<file path="config.mk">
export PLATFORM = sky130hd
export DESIGN_NAME = power_stage_fault_manager
export DESIGN_NICKNAME = d
export VERILOG_FILES = /design/src/pkg/fault_pkg.sv /design/src/rtl/power_stage_fault_manager.sv
export SDC_FILE = /design/constraint.sdc
export NUM_CORES = 1
export LEC_CHECK = 0
export ABC_CLOCK_PERIOD_IN_PS = 3500
export BUFFER_PORTS_ARGS = -buffer_cell sky130_fd_sc_hd__buf_2
export CAP_MARGIN = 20
export CORE_ASPECT_RATIO = 0.6
export CORE_MARGIN = 10
export CORE_UTILIZATION = 55
export CTS_BUF_LIST = sky130_fd_sc_hd__clkbuf_4 sky130_fd_sc_hd__clkbuf_8 sky130_fd_sc_hd__clkbuf_16
export DETAILED_ROUTE_END_ITERATION = 16
export GPL_ROUTABILITY_DRIVEN = 0
export PLACE_DENSITY = 0.82
export RECOVER_POWER = 25
export SETUP_SLACK_MARGIN = 0.02
export SLEW_MARGIN = 15
export SYNTH_ARGS = -nofsm -noshare
export SYNTH_HDL_FRONTEND = slang
export SYNTH_SLANG_ARGS = --single-unit
</file>
<file path="constraint.sdc">
create_clock -name clk -period 3.5 [get_ports clk]
set_clock_uncertainty 0.15 [all_clocks]
set_input_delay 0.35 -clock clk [delete_from_list [all_inputs] [get_ports clk]]
set_output_delay 0.35 -clock clk [all_outputs]
set_load 0.01 [all_outputs]
</file>
<file path="src/pkg/fault_pkg.sv">
// Notes on behaviour
// - Gate off at once when sense exceeds peak limit, limit chosen by line.
// - Supply above clamp level turns on the supply sink.
// - Supply overvoltage held 150 us latches fault: one hiccup plus clearance.
// - Feedback sampled 750 ns after turn-off; four high samples latch one-hiccup fault.
// - Feedback undervoltage held 56 ms latches output short, four hiccups.
// - Sense low with compensation high for 56 ms: eight hiccups plus clearance.
// - Sense pin sourced; open level seen latches one-hiccup fault plus clearance.
// - Compensation above overload level for 210 ms latches four-hiccup fault.
// - Sense above level inside blanking on seven cycles: eight-hiccup fault.
// - Sense sampled 1.5 us after turn-off; 32 high samples: one hiccup.
// - Thermal flag stops switching until cooled report or supply restart.
// - AC mode: 28 consecutive haversines reaching peak limit give eight-hiccup fault.
// - Line overvoltage held 150 us latches one-hiccup fault plus clearance.
// - Peak-limit sense comparisons ignored for 460 ns after each turn-on.
// - Feedback overvoltage level chosen from sense resistor set during setting phase.
package fault_pkg;
  localparam int CLK_NS = 10;
  localparam int BLANK_NS = 460;
  localparam int FB_SAMPLE_NS = 750;
  localparam int OTP_SAMPLE_NS = 1500;
  localparam int SUPPLY_OV_NS = 150000;
  localparam int LINE_OV_NS = 150000;
  localparam int FB_UV_NS = 56000000;
  localparam int SHORT_NS = 56000000;
  localparam int OVERLOAD_NS = 210000000;
  localparam int BLANK_CYC = (BLANK_NS + CLK_NS - 1) / CLK_NS;
  localparam int FB_SAMPLE_CYC = (FB_SAMPLE_NS + CLK_NS - 1) / CLK_NS;
  localparam int OTP_SAMPLE_CYC = (OTP_SAMPLE_NS + CLK_NS - 1) / CLK_NS;
  localparam int SUPPLY_OV_CYC = (SUPPLY_OV_NS + CLK_NS - 1) / CLK_NS;
  localparam int LINE_OV_CYC = (LINE_OV_NS + CLK_NS - 1) / CLK_NS;
  localparam int FB_UV_CYC = (FB_UV_NS + CLK_NS - 1) / CLK_NS;
  localparam int SHORT_CYC = (SHORT_NS + CLK_NS - 1) / CLK_NS;
  localparam int OVERLOAD_CYC = (OVERLOAD_NS + CLK_NS - 1) / CLK_NS;
  localparam logic [5:0] FB_OV_COUNT = 6'h04;
  localparam logic [5:0] DIODE_COUNT = 6'h07;
  localparam logic [5:0] OTP_COUNT = 6'h20;
  localparam logic [5:0] HAV_COUNT = 6'h1c;
  localparam int NFAULT = 10;
  localparam int NDEB = 5;
  // Fault index: 0 supply ov, 1 fb uv, 2 sense short, 3 overload, 4 line ov,
  // 5 fb ov, 6 diode short, 7 external overtemp, 8 haversine oc, 9 sense open
  localparam logic [NFAULT-1:0][3:0] HICCUPS = {4'h1, 4'h8, 4'h1, 4'h8, 4'h1,
                                                4'h1, 4'h4, 4'h8, 4'h4, 4'h1};
  localparam logic [NFAULT-1:0] NEED_CLEAR = 10'h235;
  localparam logic [3:0] ADDR_CTRL = 4'h0;
  localparam logic [3:0] ADDR_STATUS = 4'h4;
  localparam logic [3:0] ADDR_IRQ_STAT = 4'h8;
  localparam logic [3:0] ADDR_IRQ_MASK = 4'hc;
  localparam logic [31:0] CTRL_RESET = 32'h0000_0000;
  localparam logic [10:0] MASK_RESET = 11'h000;
  localparam logic [7:0] OFF_IDLE = 8'hff;
endpackage : fault_pkg

</file>
<file path="src/rtl/power_stage_fault_manager.sv">
`timescale 1ns/100ps
module power_stage_fault_manager #(
  parameter int SUPPLY_OV_CYC = fault_pkg::SUPPLY_OV_CYC,
  parameter int LINE_OV_CYC = fault_pkg::LINE_OV_CYC,
  parameter int FB_UV_CYC = fault_pkg::FB_UV_CYC,
  parameter int SHORT_CYC = fault_pkg::SHORT_CYC,
  parameter int OVERLOAD_CYC = fault_pkg::OVERLOAD_CYC
) (
  input wire logic clk,
  input wire logic rst,
  input wire logic pwm_request,
  input wire logic high_line,
  input wire logic cs_above_max,
  input wire logic cs_above_min,
  input wire logic supply_above_clamp,
  input wire logic supply_above_ov,
  input wire logic fb_above_ov_a,
  input wire logic fb_above_ov_b,
  input wire logic fb_below_uv,
  input wire logic cs_below_short,
  input wire logic comp_above_2v,
  input wire logic cs_above_open,
  input wire logic comp_above_overload,
  input wire logic cs_above_otp,
  input wire logic thermal_hot,
  input wire logic thermal_cooled,
  input wire logic haversine_end,
  input wire logic line_overvoltage,
  input wire logic uvlo_ok,
  input wire logic setting_phase,
  input wire logic sense_set_b,
  input wire logic [3:0] address,
  input wire logic read,
  input wire logic write,
  input wire logic [31:0] writedata,
  output logic [31:0] readdata,
  output logic waitrequest,
  output logic gate_on,
  output logic supply_sink_en,
  output logic sense_source_en,
  output logic irq
);
  import fault_pkg::*;

  localparam logic [NDEB-1:0][31:0] DEB_LIM = {32'(OVERLOAD_CYC), 32'(SHORT_CYC),
    32'(LINE_OV_CYC), 32'(FB_UV_CYC), 32'(SUPPLY_OV_CYC)};

  logic gate_r;
  logic gate_nxt;
  logic trip_r;
  logic [7:0] blank_cnt_r;
  logic [7:0] off_cnt_r;
  logic blank_done;
  logic limit_hit;
  logic fb_sel_b_r;
  logic fb_ov_cond;
  logic [5:0] fbov_cnt_r;
  logic [5:0] diode_cnt_r;
  logic [5:0] otp_cnt_r;
  logic [5:0] hav_cnt_r;
  logic diode_seen_r;
  logic hav_mark_r;
  logic [NFAULT-1:0] trig;
  logic [NFAULT-1:0] raw;
  logic [NFAULT-1:0] cause_r;
  logic [3:0] need_r;
  logic [3:0] need_nxt;
  logic [3:0] hic_cnt_r;
  logic hold_r;
  logic release_ok;
  logic uvlo_prev_r;
  logic restart;
  logic thermal_r;
  logic ac_mode_r;
  logic [10:0] irq_stat_r;
  logic [10:0] irq_stat_nxt;
  logic [10:0] irq_mask_r;
  logic [10:0] events;
  logic [NDEB-1:0] deb_cond;
  logic [NDEB-1:0] deb_trig;
  logic bus_done;

  // low line uses the higher limit
  assign limit_hit = high_line ? cs_above_min : cs_above_max;
  assign blank_done = blank_cnt_r == 8'(BLANK_CYC);
  assign fb_ov_cond = fb_sel_b_r ? fb_above_ov_b : fb_above_ov_a;
  assign restart = uvlo_ok && !uvlo_prev_r;

  always_comb begin
    gate_nxt = pwm_request && !hold_r && !thermal_r && !trip_r && !(|trig);
    if (gate_r && blank_done && limit_hit) begin
      gate_nxt = 1'b0;
    end
  end

  always_ff @(posedge clk) begin
    if (rst) begin
      gate_r <= 1'b0;
    end else begin
      gate_r <= gate_nxt;
    end
  end

  // Trip holds off until the regulator ends its on request
  always_ff @(posedge clk) begin
    if (rst) begin
      trip_r <= 1'b0;
    end else if (!pwm_request) begin
      trip_r <= 1'b0;
    end else if (gate_r && blank_done && limit_hit) begin
      trip_r <= 1'b1;
    end
  end

  always_ff @(posedge clk) begin
    if (rst || !gate_r) begin
      blank_cnt_r <= 8'h00;
    end else if (!blank_done) begin
      blank_cnt_r <= blank_cnt_r + 8'h01;
    end
  end

  // Idle value keeps samples off until a real turn-off occurs
  always_ff @(posedge clk) begin
    if (rst) begin
      off_cnt_r <= OFF_IDLE;
    end else if (gate_r) begin
      off_cnt_r <= 8'h00;
    end else if (off_cnt_r != OFF_IDLE) begin
      off_cnt_r <= off_cnt_r + 8'h01;
    end
  end

  // level set latched in setting phase
  always_ff @(posedge clk) begin
    if (rst) begin
      fb_sel_b_r <= 1'b0;
    end else if (setting_phase) begin
      fb_sel_b_r <= sense_set_b;
    end
  end

  always_ff @(posedge clk) begin
    if (rst) begin
      supply_sink_en <= 1'b0;
      sense_source_en <= 1'b0;
    end else begin
      supply_sink_en <= supply_above_clamp;
      sense_source_en <= 1'b1;
    end
  end

  assign deb_cond = {comp_above_overload, cs_below_short && comp_above_2v,
                     line_overvoltage, fb_below_uv, supply_above_ov};

  generate
    for (genvar i = 0; i < NDEB; i++) begin : g_deb
      logic [31:0] cnt_r;
      assign deb_trig[i] = deb_cond[i] && (cnt_r == DEB_LIM[i] - 32'd1);
      // continuous debounce, restarts on any gap
      always_ff @(posedge clk) begin
        if (rst || !deb_cond[i]) begin
          cnt_r <= 32'h0;
        end else if (cnt_r != DEB_LIM[i]) begin
          cnt_r <= cnt_r + 32'h1;
        end
      end
    end
  endgenerate

  always_ff @(posedge clk) begin
    if (rst || fbov_cnt_r == FB_OV_COUNT) begin
      fbov_cnt_r <= 6'h00;
    end else if (off_cnt_r == 8'(FB_SAMPLE_CYC)) begin
      fbov_cnt_r <= fb_ov_cond ? fbov_cnt_r + 6'h01 : 6'h00;
    end
  end

  always_ff @(posedge clk) begin
    if (rst || otp_cnt_r == OTP_COUNT) begin
      otp_cnt_r <= 6'h00;
    end else if (off_cnt_r == 8'(OTP_SAMPLE_CYC)) begin
      otp_cnt_r <= cs_above_otp ? otp_cnt_r + 6'h01 : 6'h00;
    end
  end

  always_ff @(posedge clk) begin
    if (rst || !gate_r) begin
      diode_seen_r <= 1'b0;
    end else if (!blank_done && cs_above_max) begin
      diode_seen_r <= 1'b1;
    end
  end

  always_ff @(posedge clk) begin
    if (rst || diode_cnt_r == DIODE_COUNT) begin
      diode_cnt_r <= 6'h00;
    end else if (gate_r && !gate_nxt) begin
      diode_cnt_r <= diode_seen_r ? diode_cnt_r + 6'h01 : 6'h00;
    end
  end

  // mark per haversine; a hit on the closing cycle still counts
  always_ff @(posedge clk) begin
    if (rst || haversine_end) begin
      hav_mark_r <= 1'b0;
    end else if (limit_hit && gate_r && blank_done) begin
      hav_mark_r <= 1'b1;
    end
  end

  always_ff @(posedge clk) begin
    if (rst || !ac_mode_r || hav_cnt_r == HAV_COUNT) begin
      hav_cnt_r <= 6'h00;
    end else if (haversine_end) begin
      hav_cnt_r <= (hav_mark_r || (limit_hit && gate_r && blank_done)) ? hav_cnt_r + 6'h01 : 6'h00;
    end
  end

  assign trig = {cs_above_open, hav_cnt_r == HAV_COUNT, otp_cnt_r == OTP_COUNT,
                 diode_cnt_r == DIODE_COUNT, fbov_cnt_r == FB_OV_COUNT, deb_trig[2],
                 deb_trig[4], deb_trig[3], deb_trig[1], deb_trig[0]};
  assign raw = {cs_above_open, 1'b0, cs_above_otp, 1'b0, fb_ov_cond, line_overvoltage,
                comp_above_overload, cs_below_short && comp_above_2v, fb_below_uv, supply_above_ov};

  // largest hiccup count among latched causes
  always_comb begin
    need_nxt = hold_r ? need_r : 4'h0;
    for (int i = 0; i < NFAULT; i++) begin
      if (trig[i] && HICCUPS[i] > need_nxt) begin
        need_nxt = HICCUPS[i];
      end
    end
  end

  assign release_ok = hic_cnt_r >= need_r && !(|(cause_r & NEED_CLEAR & raw));

  always_ff @(posedge clk) begin
    if (rst) begin
      hold_r <= 1'b0;
      cause_r <= '0;
      need_r <= 4'h0;
      hic_cnt_r <= 4'h0;
    end else if (|trig) begin
      hold_r <= 1'b1;
      cause_r <= (hold_r ? cause_r : '0) | trig;
      need_r <= need_nxt;
      if (hold_r && restart && hic_cnt_r != 4'hf) begin
        hic_cnt_r <= hic_cnt_r + 4'h1;
      end
    end else if (hold_r && release_ok) begin
      hold_r <= 1'b0;
      cause_r <= '0;
      need_r <= 4'h0;
      hic_cnt_r <= 4'h0;
    end else if (hold_r && restart && hic_cnt_r != 4'hf) begin
      hic_cnt_r <= hic_cnt_r + 4'h1;
    end
  end

  always_ff @(posedge clk) begin
    if (rst) begin
      // Supply taken as up in reset, so release is no false restart
      uvlo_prev_r <= 1'b1;
    end else begin
      uvlo_prev_r <= uvlo_ok;
    end
  end

  // thermal stop, hot flag beats the cool report
  always_ff @(posedge clk) begin
    if (rst) begin
      thermal_r <= 1'b0;
    end else if (thermal_hot) begin
      thermal_r <= 1'b1;
    end else if (thermal_cooled || restart) begin
      thermal_r <= 1'b0;
    end
  end

  // One wait cycle per access, then waitrequest drops for exactly one edge
  assign bus_done = (read || write) && !waitrequest;

  always_ff @(posedge clk) begin
    if (rst) begin
      waitrequest <= 1'b1;
    end else if (!waitrequest) begin
      waitrequest <= 1'b1;
    end else if (read || write) begin
      waitrequest <= 1'b0;
    end
  end

  always_ff @(posedge clk) begin
    if (rst) begin
      readdata <= 32'h0;
    end else if (read && waitrequest) begin
      if (address == ADDR_CTRL) begin
        readdata <= {31'h0, ac_mode_r};
      end else if (address == ADDR_STATUS) begin
        readdata <= {15'h0, fb_sel_b_r, hic_cnt_r, thermal_r, hold_r, cause_r};
      end else if (address == ADDR_IRQ_STAT) begin
        readdata <= {21'h0, irq_stat_r};
      end else if (address == ADDR_IRQ_MASK) begin
        readdata <= {21'h0, irq_mask_r};
      end else begin
        readdata <= 32'h0;
      end
    end
  end

  always_ff @(posedge clk) begin
    if (rst) begin
      ac_mode_r <= CTRL_RESET[0];
      irq_mask_r <= MASK_RESET;
    end else if (write && !waitrequest) begin
      if (address == ADDR_CTRL) begin
        ac_mode_r <= writedata[0];
      end else if (address == ADDR_IRQ_MASK) begin
        irq_mask_r <= writedata[10:0];
      end
    end
  end

  assign events = {thermal_hot && !thermal_r, trig};

  // Read clears, but an event in the same cycle is kept
  always_comb begin
    irq_stat_nxt = irq_stat_r | events;
    if (read && !waitrequest && address == ADDR_IRQ_STAT) begin
      irq_stat_nxt = events;
    end
  end

  always_ff @(posedge clk) begin
    if (rst) begin
      irq_stat_r <= '0;
      irq <= 1'b0;
    end else begin
      irq_stat_r <= irq_stat_nxt;
      irq <= |(irq_stat_nxt & irq_mask_r);
    end
  end

  assign gate_on = gate_r;
endmodule : power_stage_fault_manager

</file>
Word-level counts from Yosys, hierarchy flattened
Index checks and enable logic that the tools add are counted.

word-level totals
  output and inout bits = 37
  register bits = 285
  logic and storage cells = 199

cells by class
  bitwise gates (word level) = 7
  order comparisons = 11
  $add $sub $neg = 12
  eq/ne operators = 22
  reductions and logical operators = 78
  muxes and demuxes = 39

operator list
  operator                                                                         number
  32-bit by 1-bit adder with 32-bit output (second input constant)                 5
  32-bit by 14-bit equality test with 1-bit output (second input constant)         2
  32-bit by 23-bit equality test with 1-bit output (second input constant)         2
  4-bit two-way mux                                                                16
  32-bit by 14-bit inequality test with 1-bit output (second input constant)       2
  32-bit by 23-bit inequality test with 1-bit output (second input constant)       2
  1-bit logical AND                                                                36
  17-bit two-way mux                                                               2
  11-bit two-way mux                                                               3
  32-bit by 25-bit equality test with 1-bit output (second input constant)         1
  32-bit by 25-bit inequality test with 1-bit output (second input constant)       1
  10-bit two-way mux                                                               3
  6-bit by 1-bit adder with 6-bit output (second input constant)                   4
  6-bit two-way mux                                                                4
  1-bit by 4-bit greater-than comparator with 1-bit output (first input constant)  5
  10-bit OR reduction                                                              2
  8-bit by 1-bit adder with 8-bit output (second input constant)                   2
  1-bit logical NOT                                                                16
  8-bit two-way mux                                                                2
  1-bit logical OR                                                                 15
  6-bit by 3-bit equality test with 1-bit output (second input constant)           2
  4-bit greater-than comparator (first input constant)                             3
  11-bit bitwise AND                                                               1
  11-bit bitwise OR                                                                1
  other kinds (22)                                                                 37

Logic depth before layout (Yosys ltp)
Gate-level depths: netlist of run 1.

  depth in word-level cells = 32
  mapped depth = 10
  mapped depth without buffers = 9

Worst setup path before layout of run 1
OpenSTA, ideal clock, no wires.

  kind = flip-flop to flip-flop
  start = register fbov_cnt_r[0]
  end = register diode_cnt_r[2]
  library setup time = 0.075 ns
  slack = 1.110 ns
  data arrival time = 2.165 ns
  buffers on the path = 0
  clock period less this slack = 2.390 ns
  cell stages (with the launch flop) = 9
  required time = 3.275 ns
  cell sequence = dfxtp_1 -> inv_1 -> ha_1 -> and4b_1 -> or3_1 -> nor3_2 -> a31oi_4 -> or3b_1 -> a31oi_1

between the ends
  word-level cells in the longest chain between the ends = 7

ends and longest elaborated chain
  item                                            RTL line                          source
  start, declared                                 power_stage_fault_manager.sv:57   logic [5:0] fbov_cnt_r;
  start signal, assigned                          power_stage_fault_manager.sv:175  fbov_cnt_r <= fb_ov_cond ? fbov_cnt_r + 6'h01 : 6'h00;
  6-bit by 3-bit equality test with 1-bit output  power_stage_fault_manager.sv:221  diode_cnt_r == DIODE_COUNT, fbov_cnt_r == FB_OV_COUNT, deb_trig[2],
  10-bit OR reduction                             power_stage_fault_manager.sv:90   gate_nxt = pwm_request && !hold_r && !thermal_r && !trip_r && !(|trig);
  1-bit logical NOT                               power_stage_fault_manager.sv:90
  1-bit logical AND                               power_stage_fault_manager.sv:90
  1-bit two-way mux                               power_stage_fault_manager.sv:91   if (gate_r && blank_done && limit_hit) begin
  1-bit logical NOT                               power_stage_fault_manager.sv:198  end else if (gate_r && !gate_nxt) begin
  1-bit logical AND                               power_stage_fault_manager.sv:198
  end signal, assigned                            power_stage_fault_manager.sv:199  diode_cnt_r <= diode_seen_r ? diode_cnt_r + 6'h01 : 6'h00;
  end, declared                                   power_stage_fault_manager.sv:58   logic [5:0] diode_cnt_r;

Every way passes these cells.
A chain may end at the register's enable or synchronous reset.

Worst setup path after layout of run 1
  start = register g_deb[3].cnt_r[0]
  end = register diode_cnt_r[2]

between the ends
  word-level cells in the longest chain between the ends = 8

ends and longest elaborated chain
  item                                              RTL line                          source
  start, declared                                   power_stage_fault_manager.sv:158  logic [31:0] cnt_r;
  start signal, assigned                            power_stage_fault_manager.sv:165  cnt_r <= cnt_r + 32'h1;
  32-bit by 23-bit equality test with 1-bit output  power_stage_fault_manager.sv:159  assign deb_trig[i] = deb_cond[i] && (cnt_r == DEB_LIM[i] - 32'd1);
  1-bit logical AND                                 power_stage_fault_manager.sv:159
  10-bit OR reduction                               power_stage_fault_manager.sv:90
  1-bit logical NOT                                 power_stage_fault_manager.sv:90
  1-bit logical AND                                 power_stage_fault_manager.sv:90
  1-bit two-way mux                                 power_stage_fault_manager.sv:91
  1-bit logical NOT                                 power_stage_fault_manager.sv:198
  1-bit logical AND                                 power_stage_fault_manager.sv:198

Every way passes these cells.

==> results of run 1 <==
==> cell families (layout without fill, tap and decap cells) <==
logic type | Yosys count | in the layout | share of synthesized area, %
AND/OR/NAND/NOR | 658 | 658 | 27.2
flip-flops | 270 | 270 | 43.9
XOR/XNOR | 165 | 165 | 11.7
AO/OA/AOI/OAI | 146 | 146 | 7.20
buffers and inverters | 116 | 197 | 4.02
multiplexers | 38 | 38 | 3.30
adder cells (fa/ha/maj) | 26 | 26 | 2.64
other | 1 | 16 | 0.0304
==> per-stage QoR <==
| step | std cells | power [mW] | util (%) |
|---|---|---|---|
| global placement | 1734 | 3.63 | 58.4 |
| CTS | 1801 | 6.28 | 63.0 |
| detailed placement | 1734 | 3.64 | 58.4 |
| global route | 1802 | 6.47 | 62.8 |
| floorplan | 1434 | 3.55 | - |
| finish | 1802 | 6.24 | 62.8 |
==> registers in the layout (all words and copies together), names as in the netlist, 4 cells and up <==
| signal | flops |
|---|---|
| otp_cnt_r | 6 |
| cause_r | 10 |
| need_r | 4 |
| hav_cnt_r | 6 |
| diode_cnt_r | 6 |
| readdata | 17 |
| irq_stat_r | 11 |
| g_deb.cnt_r | 160 |
| fbov_cnt_r | 6 |
| off_cnt_r | 8 |
| hic_cnt_r | 4 |
| irq_mask_r | 11 |
| blank_cnt_r | 8 |
==> worst max-delay path: cells and delay by family (launching register included) <==
kind | cells | cell delay [ns]
DFF | 1 | 0.34
and+or+nand+nor | 5 | 1.41
AOI/OAI and AO/OA | 2 | 0.44
buffers and inverters | 1 | 0.16
adders and majority gates | 1 | 0.23
==> cell usage in the layout, fill, tap and decap left out, types with 40 or more instances in the layout <==
master   netlist  routed
a21oi_1       62      62
buf_2          3      40
dfxtp_1      270     270
inv_1         54      54
nand2_1       93      93
nand3_1       84      84
nand4_1       43      43
nor2_1       258     258
xnor2_1       53      53
xor2_1       112     112
==> power by group through the flow <==
stage	clock (mW)	combinational, mW	sequential (mW)
finish	2.64	0.407	3.20
global route	2.81	0.461	3.20
detailed placement	0	0.382	3.26
floorplan	0	0.320	3.23
global placement	0	0.370	3.26
CTS	2.67	0.410	3.19
==> cell usage after synthesis, types with 8 or more instances <==
library cell	number	area (sq um)
xnor2_1	53	464
xor2_1	112	981
mux2_2	10	113
nand2_1	93	349
o21ai_0	33	165
a21oi_1	62	310
clkbuf_1	34	128
buf_1	10	37.5
a22o_1	9	78.8
inv_1	54	203
buf_4	15	113
ha_1	26	325
a22oi_1	8	60.1
nand3_1	84	420
and4b_1	8	80.1
mux2i_1	26	260
dfxtp_1	270	5410
nand4_1	43	269
nor2_1	258	968
or3_1	17	106
and3_1	33	206
nor3_1	27	135
and4_1	10	87.6
nor4_1	22	138
==> final timing paths <==
| check | from | end |
|---|---|---|
| setup / recovery | g_deb[3].cnt_r[0] | diode_cnt_r[2] |
| hold / removal | cs_above_otp | otp_cnt_r[0] |
| hold reg to reg | cause_r[3] | cause_r[3] |
| setup reg to reg | g_deb[3].cnt_r[0] | diode_cnt_r[2] |
==> layer usage <==
| layer | vias to the layer above | track usage [%] | share of wire, % |
|---|---|---|---|
| li1 | 5015 | - | - |
| met1 | 4764 | 26.1 | 49 |
| met2 | 246 | 29.0 | 44 |
| met3 | 40 | 3.72 | 5.2 |
| met4 | 0 | 4.43 | 1.7 |
| met5 | - | 0 | 0 |
==> final cells by class <==
| type | count | area, sq um |
|---|---|---|
| Clock inverter | 9 | 52.6 |
| Fill cell | 1895 | 8200 |
| Tap cell | 286 | 358 |
| Timing Repair Buffer | 99 | 596 |
| Sequential cell | 270 | 5410 |
| Inverter | 54 | 203 |
| Antenna cell | 1 | 2.50 |
| Clock buffer | 35 | 738 |
| Multi-Input combinational cell | 1048 | 6460 |
==> impl.org, run 1 <==
** Synthesis
- Post-synthesis sequential area ratio :: 43.9%
- Counting flops with an async set or reset pin after synthesis yields a share of 0%.
- Counting distinct cell types in the post-synthesis netlist gives just over 70.
- The synthesized netlist occupies a cell area of roughly 12000 sq um.
- Synthesized area per cell :: approximately 8.7 sq um
- The Yosys step of the flow raised 0 warnings.
- Flops & latches, synth :: between 200 and 300
- Top_reg_cell synth :: dfxtp_1
- Gate Count Post-Synth :: 1420
- EDFF count, synth :: 0

** Floorplan
- Row count :: 42
- Measured along the x axis, the die boundary spans about 210 um.
- Area enclosed by the die boundary :: ~29000 sq um
- Placeable core area :: about 22000 sq um
- Measured along the y axis, the die boundary spans roughly 140 um.
- Initial core utilization :: roughly 56%
- just under 100 I/O pins were placed.

** STA
- Setup repair after global routing missed its margin :: false
- After routing, the total negative slack on setup checks comes to 0 ns.
- Final setup margin :: slightly below 0.7 ns
- Max Clk Rate :: around 350 MHz
- Worst hold margin :: roughly 0.075 ns
- Max-slew headroom at the worst pin :: between 7 and 8%
- Tightest Pin Transition :: between 1 and 1.5 ns
- Crit share post-route :: 80.5%
- The final-report hold violation count is 0.
- The worst path needs around 2.8 ns of the cycle, external delays included.
- Setup violations, final :: 0
- Final Max Slew Viols :: 0

** Placement
- Number of port buffers :: 61
- Post-DP HPWL :: between 15 and 20 mm
- Post-placement worst setup slack :: around 0.72 ns
- Once placement finished, the instance area stood at 12900 sq um.

** Power
- Max rail drop VDD :: approximately 0.00042 V
- Dividing total power by cell area gives a power density of between 400 and 500 nW/um^2.
- Leak pwr :: a little under 5 nW
- The analysis attributes to net switching a power of around 1.5 mW.
- Net switching is around a quarter of the power.
- Power share of the combinational group :: under 10%
- The internal portion of the total power is approximately 4.8 mW.
- The clock network is responsible for a little over two fifths of the overall power.
- Part of the total power dissipated in sequential elements :: between 50 and 60%

** Clock tree
- After clock tree synthesis, the clock-pin slew on the worst setup and hold paths is 0.06 ns.
- Once the clock tree was built, the setup fixing pass inserted 0 buffers.
- Clock buffer depth :: 3
- Clock tree sinks :: 270
- Clk root buf :: clkbuf_16
- Number of buffers added to fix hold violations after cts :: 23
- Worst-Skew Late Latency :: about 0.53 ns
- Clock H-tree levels :: 1
- Post-CTS repair changed the size of 0 cells.
- CTS Buf Count :: 25
- TritonCTS built the clock tree.

** Drt
- Routed via count divided by cell count :: between 5 and 6
- Wirelength per Cell :: 15.4 um
- Number of routed nets with antenna violations :: 0
- Detailed-route via count :: around 10000
- Iteration-0 DRC count of the detailed router :: roughly 800
- 1st-pass router iterations :: 6
- Summed over all layers, the routed wires come to between 20 and 30 mm.
- After detailed routing, the number of remaining DRC violations is 0.

** Critical path
- On the critical path, the stage with the largest delay is an instance of nor4bb_4.
- Worst R2R Path Depth :: 9
- Of all nets on the critical path, the largest fanout is 8.
- The worst setup path is captured at a flip-flop.
- Data arrives at the worst endpoint at 3.12 ns.
- STA classifies the critical path startpoint as a flip-flop.
- The setup path with the least slack is of type flip-flop to flip-flop.
- CP Data Required Time :: about 3.8 ns
- In this design, the stage delay of the slowest critical-path cell is 0.54 ns.
- Sequence of cells on the critical path :: ha_1 -> nand2_1 -> nor3_4 -> buf_4 -> nand4bb_1 -> nor4bb_4 -> a31oi_4 -> or3b_1 -> a31oi_1
- Setup slack on the worst reg-to-reg path comes out at approximately 0.68 ns.

** Hold path
- Hold path depth :: 3
- Type of the worst min-delay path :: input port to flip-flop

** Global route
- Global-route congestion overflow total :: 0
- Antenna violations before repair :: 1
- Global routing consumed, over all layers together, 18.7% of the routing resources.
- Via count of the first global-routing pass :: approximately 9400
- Maximum number of pins on one net before global-route repair :: 58
- The first global-routing pass estimated approximately 46 mm of wire.

** Status
- Run status :: complete, no violations

** Run
- Maximum Capacitance Violations :: 0

** Cells and area
- For this run, the post-layout net count is 1585.
- The finished cells cover around 14000 sq um.
- Synth-to-Final Area Change :: 12.1%
- The post-route netlist has between 7 and 8% of its cells at a drive strength greater than 1.
No activity file was read; power rests on OpenSTA's default activity.
==> run 2: changes to the inputs <==
- ABC_CLOCK_PERIOD_IN_PS: 3500 -> 2900
- clock period: 3.5 -> 2.9 ns (I/O delays scaled with it)
==> run 2 against run 1 <==
Against the previous run:
- wire length increased by 0.14%
- sequential power increased by 20%
- non-clock buffer count increased by 8
- maximum frequency increased by 3.3%
- largest power group unchanged
- largest cell class unchanged
- cell count increased by 0.50%
==> impl.org, run 2 (synthesized netlist as in run 1, its figures left out) <==
** Status
- Run status :: complete, no violations

** Floorplan
- Initial core utilization :: 56.0% (unchanged)
- The die span in y was 136 um (unchanged).
- Area enclosed by the die boundary :: 29000 sq um (unchanged)
- Ports placed on the boundary :: 98 (unchanged)
- Placeable core area :: 22000 sq um (unchanged)
- The number of placement rows was 42 (unchanged).
- Die Width :: 213 um (unchanged)

** Cells and area
- The core occupancy in the finished layout was 63.3% (+0.53 points).
- From synthesis to final layout, the design area changed by 13.1%.
- Filler cell count :: 1805 (-4.7%)
- Most flop-heavy register :: g_deb.cnt_r
- Commonest cells after routing, fill and taps aside :: 270 x dfxtp_1, 258 x nor2_1, 112 x xor2_1
- The number of flip-flops under the largest register name came to 160 (unchanged).
- The largest registers in the layout are g_deb.cnt_r x160, readdata x17.
- The final instance area was 13900 sq um (+0.84%).
- Proportion of layout cells with a drive suffix above 1 :: 8.20% (+0.28 points)
- Most common library cell in the layout ignoring fill and taps :: dfxtp_1
- Total Nets Final :: 1593 (+0.50%)

** STA
- The shortest clock period the worst path allows after layout is 2.73 ns (-0.0905 ns).
- Setup repair after global routing missed its margin :: false
- The count of final max-slew check failures is 0 (unchanged).
- The final critical-path setup slack was 0.171 ns (-0.510 ns).
- Crit share post-route :: 94.1% (+14 points)
- The final-report hold violation count is 0 (unchanged).
- Max Clk Rate :: 366 MHz (+3.3%)
- The normalized max-slew margin came to 28.0% (+21 points).
- The total of endpoints with negative setup slack in the final report came to 0 (unchanged).
- Tightest Pin Transition :: 1.08 ns (-0.312 ns)
- Final total negative setup slack :: 0 ns (unchanged)

** Clock tree
- Clock H-tree levels :: 1 (unchanged)
- Clock buffer depth :: 3 (unchanged)
- The buffer count from post-CTS setup fixing is 0 (unchanged).
- The total clock sinks came to 270 (unchanged).
- CTS Buf Count :: 25 (unchanged)
- The number of instances resized during post-cts repair came to 0 (unchanged).
- The insertion delay of the later-clocked pin in the worst-skew pair is 0.54 ns (about the same).
- Number of buffers added to fix hold violations after cts :: 24 (+4.3%)
- Clk root buf :: clkbuf_16
- The clock edge transition at the registers on the reported setup and hold paths came to 0.07 ns (about the same).
- TritonCTS built the clock tree.

** Global route
- Wire length of the first global-routing pass :: 46.3 mm (+0.98%)
- The number of global-route vias before repair is 9351 (-0.31%).
- Global-route congestion overflow total :: 0 (unchanged)
- The initial antenna violation count was 2 (+1).
- The global-route usage over all layers came to 18.8% (+0.19 points).
- Maximum number of pins on one net before global-route repair :: 58 (unchanged)

** Critical path
- Cell with the biggest individual delay on the critical path :: nor3_2
- CP Data Required Time :: 3.22 ns (-0.58 ns)
- Worst path max stage delay :: 0.45 ns (-0.09 ns)
- STA classifies the critical path startpoint as a flip-flop.
- The signal on the critical path passes through inv_1 -> ha_1 -> and4b_1 -> or3_1 -> nor3_2 -> a31oi_4 -> or3b_1 -> a31oi_1.
- Worst-path fanout max :: 8 (unchanged)
- Crit path arrival time :: 3.05 ns (-0.07 ns)
- The setup path with the least slack is of type flip-flop to flip-flop.
- CP endpoint kind :: flip-flop

** Placement
- Total placed instance area :: 12900 sq um (+0.35%)
- Post-DP HPWL :: 19.3 mm (-2.0%)
- Post-placement worst setup slack :: 0.204 ns (-0.517 ns)
- The number of port buffers came to 61 (unchanged).

** Drt
- Wirelength per Cell :: 15.3 um (-0.36%)
- Number of routed nets with antenna violations :: 0 (unchanged)
- The violation count after the first detailed-routing iteration was 787 (-3.3%).
- Remaining design rule violation count :: 0 (unchanged)
- The post-detailed-route via-to-cell ratio was 5.56 (-0.38%).
- The total wire length after detailed routing is 27.8 mm (+0.14%).
- The via count is 10100 (+0.12%).
- 1st-pass router iterations :: 5 (-1)

** Run
- The count of max-cap constraint violations came to 0 (unchanged).

** Power
- The largest voltage drop on the vdd net was 0.000427 V (+1.5%).
- The leakage power summed over all cells is 4.95 nW (+1.3%).
- Overall power :: 7.74 mW (+24%)
- Power Density :: 556 nW/um^2 (+23%)

** Hold path
- Type of the worst min-delay path :: input port to flip-flop
run 2: power by group:
| part | total (mW) | switching [mW] | internal, mW |
|---|---|---|---|
| combinational | 0.493 | 0.295 | 0.198 |
| sequential | 3.85 | 0.0802 | 3.77 |
| clock | 3.39 | 1.42 | 1.97 |
| total | 7.74 | 1.80 | 5.94 |
run 2: worst max-delay path, delay by kind of cell, from the launching register on:
kind,cells,cell delay (ns)
and+or+nand+nor,4,1.47
adders and majority gates,1,0.18
DFF,1,0.39
buffers and inverters,1,0.06
AOI/OAI and AO/OA,2,0.40
run 2: final cells by class:
cell class / count / area, sq um / share of cell area (%)
inverters: 54 / 203 / 1.45
multi-input cells: 1048 / 6460 / 46.4
repair buffers: 107 / 656 / 4.71
well taps: 286 / 358 / 2.57
clock buffers: 36 / 746 / 5.35
clock inverters: 9 / 105 / 0.754
flip-flops and latches: 270 / 5410 / 38.8
diodes: 1 / 2.50 / 0.0180
run 2: final timing paths:
check,start,end,slack [ns],cells past startpoint
max,fbov_cnt_r[0],diode_cnt_r[2],0.17,8
min,supply_above_ov,g_deb[0].cnt_r[31],0.15,3
max reg2reg,fbov_cnt_r[0],diode_cnt_r[2],0.17,8
min reg2reg,cause_r[7],cause_r[7],0.33,1
run 2: through the flow:
step	instances	hold slack, ns
final	1811	0.153
after global routing	1811	0.179
after CTS	1809	0.138
after detailed placement	1740	0.300
after global placement	1740	0.300
after floorplan	1434	0.247
run 2: routing by layer:
metal / share of wire, % / track usage [%] / routed length, um / vias up
li1: - / - / - / 5047
met1: 48 / 26.1 / 13200 / 4740
met2: 44 / 29.3 / 12200 / 242
met3: 6.2 / 4.00 / 1730 / 48
met4: 2.3 / 4.90 / 641 / 0
met5: 0 / 0 / 0 / -
==> run 3: changes to the inputs <==
- REMOVE_ABC_BUFFERS: unset -> 1
==> run 3 against run 2 <==
Against the previous run:
- global-route usage grew 0.35 points
- register-to-register slack gained 0.05 ns
- wire length grew 1.5%
- sequential share of layout area is essentially flat
- count of clock-buffer cells in the layout shrank 1
- final area grew 0.11%
- total power shrank 0.99%
- largest cell class unchanged
==> impl.org, run 3 (synthesized netlist as in run 1, its figures left out) <==
** Global route
- Total routing resource utilization after global routing :: 19.2% (+0.35 points)
- The total congestion overflow is 0 (unchanged).
- The number of global-route vias before repair was 9490 (+1.5%).
- The largest net degree at the start of global routing came to 58 (unchanged).
- The initial antenna violation count was 0 (-2).
- Wire length of the first global-routing pass :: 46.9 mm (+1.3%)

** Floorplan
- Area enclosed by the die boundary :: 29000 sq um (unchanged)
- The number of placement rows was 42 (unchanged).
- The initial standard-cell utilization of the core was 56.0% (unchanged).
- The I/O pin count is 98 (unchanged).
- Die Width :: 213 um (unchanged)
- The die span in y was 136 um (unchanged).
- Placeable core area :: 22000 sq um (unchanged)

** Hold path
- For hold timing, the worst endpoint is otp_cnt_r[2].
- Type of the worst min-delay path :: input port to flip-flop
- The startpoint identified for the worst hold timing path is cs_above_otp.
- The hold-critical path depth is 3 (unchanged).

** STA
- The share of the clock period used by the worst path after layout was 92.3% (-1.8 points).
- The worst hold margin is 0.0636 ns (-0.0889 ns).
- The final-report hold violation count came to 0 (unchanged).
- The transition time of the tightest slew-check pin came to 1.37 ns (+0.286 ns).
- Max Clk Rate :: 373 MHz (+1.9%)
- Final critical-path required period :: 2.68 ns (-0.0509 ns)
- Final Max Slew Viols :: 0 (unchanged)
- Setup violations, final :: 0 (unchanged)
- The summed negative setup slack over all endpoints is 0 ns (unchanged).
- Setup repair after global routing left no endpoint under its margin.
- The normalized max-slew margin is 8.92% (-19 points).

** Drt
- Detailed-route via count :: 10100 (+0.34%)
- Number of routed nets with antenna violations :: 0 (unchanged)
- Iteration-0 DRC count of the detailed router :: 978 (+24%)
- 1st-pass router iterations :: 5 (unchanged)
- The total wire length after detailed routing came to 28.2 mm (+1.5%).
- Wirelength per Cell :: 15.6 um (+1.5%)
- The post-detailed-route via-to-cell ratio was 5.58 (+0.34%).
- The number of DRC violations after detailed routing was 0 (unchanged).

** Run
- Maximum Capacitance Violations :: 0 (unchanged)

** Critical path
- Minimum setup slack among reg-to-reg paths :: 0.22 ns (+0.05 ns)
- Worst-path fanout max :: 8 (unchanged)
- The worst path arrival time came to 2.98 ns (-0.07 ns).
- Reg-to-reg critical path endpoint :: diode_cnt_r[2]
- Crit. Startpoint :: fbov_cnt_r[0]
- Type of the worst setup path :: flip-flop to flip-flop
- The worst endpoint required time was 3.20 ns (-0.02 ns).
- The startpoint identified for the worst register-to-register timing path is fbov_cnt_r[0].
- CP endpoint kind :: flip-flop
- The worst setup path is launched from a flip-flop.
- Worst R2R Path Depth :: 8 (unchanged)

** Cells and area
- The antenna diode count was 0 (-1).
- Leaving out fill and tap cells, the most frequent cell in the layout is dfxtp_1.
- Commonest cells after routing, fill and taps aside :: 270 x dfxtp_1, 258 x nor2_1, 112 x xor2_1
- Flip-flop count of the largest register after layout :: 160 (unchanged)
- The largest registers in the layout are g_deb.cnt_r x160, readdata x17.
- Total Nets Final :: 1596 (+0.19%)
- Relative to the synthesized area, the layout overhead comes to 13.2%.
- Proportion of layout cells with a drive suffix above 1 :: 8.66% (+0.45 points)
- The register with the most flip-flops in the final layout is g_deb.cnt_r.

** Clock tree
- CTS Buf Count :: 25 (unchanged)
- The tree is rooted in a clkbuf_16.
- The number of buffers between clock root and the deepest sink was 3 (unchanged).
- Clock tree sinks :: 270 (unchanged)
- The insertion delay of the later-clocked pin in the worst-skew pair was 0.53 ns (about the same).
- The number of instances resized during post-cts repair came to 0 (unchanged).
- The clock edge transition at the registers on the reported setup and hold paths is 0.06 ns (about the same).
- Clock H-tree levels :: 1 (unchanged)
- CTS tree :: yes
- The buffer count from post-CTS setup fixing is 0 (unchanged).

** Placement
- Post-DP HPWL :: 20.0 mm (+3.5%)
- The number of port buffers came to 61 (unchanged).

** Power
- The leakage power summed over all cells is 4.97 nW (+0.40%).
- The power density over cell area is 549 nW/um^2 (-1.1%).
- Max rail drop VDD :: 0.000450 V (+5.5%)

** Status
- The run finished with clean final reports.
[run 3: cell types whose count changed in the layout (fill, tap and decap cells not counted), sizes merged]
cell / previous run / this run
buf: 52 / 60
clkbuf: 67 / 62
bufinv: 2 / 1
diode: 1 / 0
dlygate4sd3: 24 / 23
[run 3: per-layer routing]
| metal | wire length [um] | track usage, % | vias up |
|---|---|---|---|
| li1 | - | - | 5037 |
| met1 | 13700 | 27.3 | 4753 |
| met2 | 12200 | 28.8 | 277 |
| met3 | 1680 | 4.16 | 44 |
| met4 | 648 | 5.10 | 0 |
| met5 | 0 | 0 | - |
[run 3: timing repair]
item                       4_1_cts  5_1_grt
hold buffers                    23        0
setup endpoints to repair        0        0
hold endpoints to repair        24        0
[run 3: worst max path at each step]
stage,end,slack [ns]
floorplan,diode_cnt_r[2],0.51
global placement,diode_cnt_r[2],0.32
detailed placement,diode_cnt_r[2],0.25
CTS,diode_cnt_r[2],0.23
global route,readdata[3],0.05
finish,diode_cnt_r[2],0.22
[run 3: report_power, final]
part / switching [mW] / leakage [nW] / total (mW) / internal [mW]
registers: 0.0831 / 2.18 / 3.86 / 3.77
clock network: 1.42 / 0.411 / 3.30 / 1.88
logic: 0.307 / 2.38 / 0.510 / 0.203
total: 1.81 / 4.97 / 7.66 / 5.85
[run 3: stage by stage]
step	total power, mW	worst slack, ns	util [%]	area (sq um)	instances
finish	7.66	0.222	63.3	13900	1811
global route	7.96	0.0458	63.3	13900	1811
CTS	7.71	0.226	63.5	14000	1810
detailed placement	4.41	0.252	58.7	12900	1744
global placement	4.39	0.317	58.7	12900	1744
floorplan	4.23	0.511	-	12100	1372
[run 3: critical path: stages, from the launching register on]
cell     delay [ns]
dfxtp_1        0.39
inv_1          0.06
ha_1           0.19
and4b_1        0.23
or3_1          0.37
nor3_2         0.41
a31oi_4        0.23
or3b_1         0.40
a31oi_1        0.17
[run 3: final cells by class]
class | count | area [sq um]
sequential | 270 | 5410
timing repair buffer | 110 | 699
multi-input combinational | 1048 | 6470
tap | 286 | 358
clock buffer | 35 | 744
clock inverter | 8 | 71.3
fill | 1835 | 8070
inverter | 54 | 203
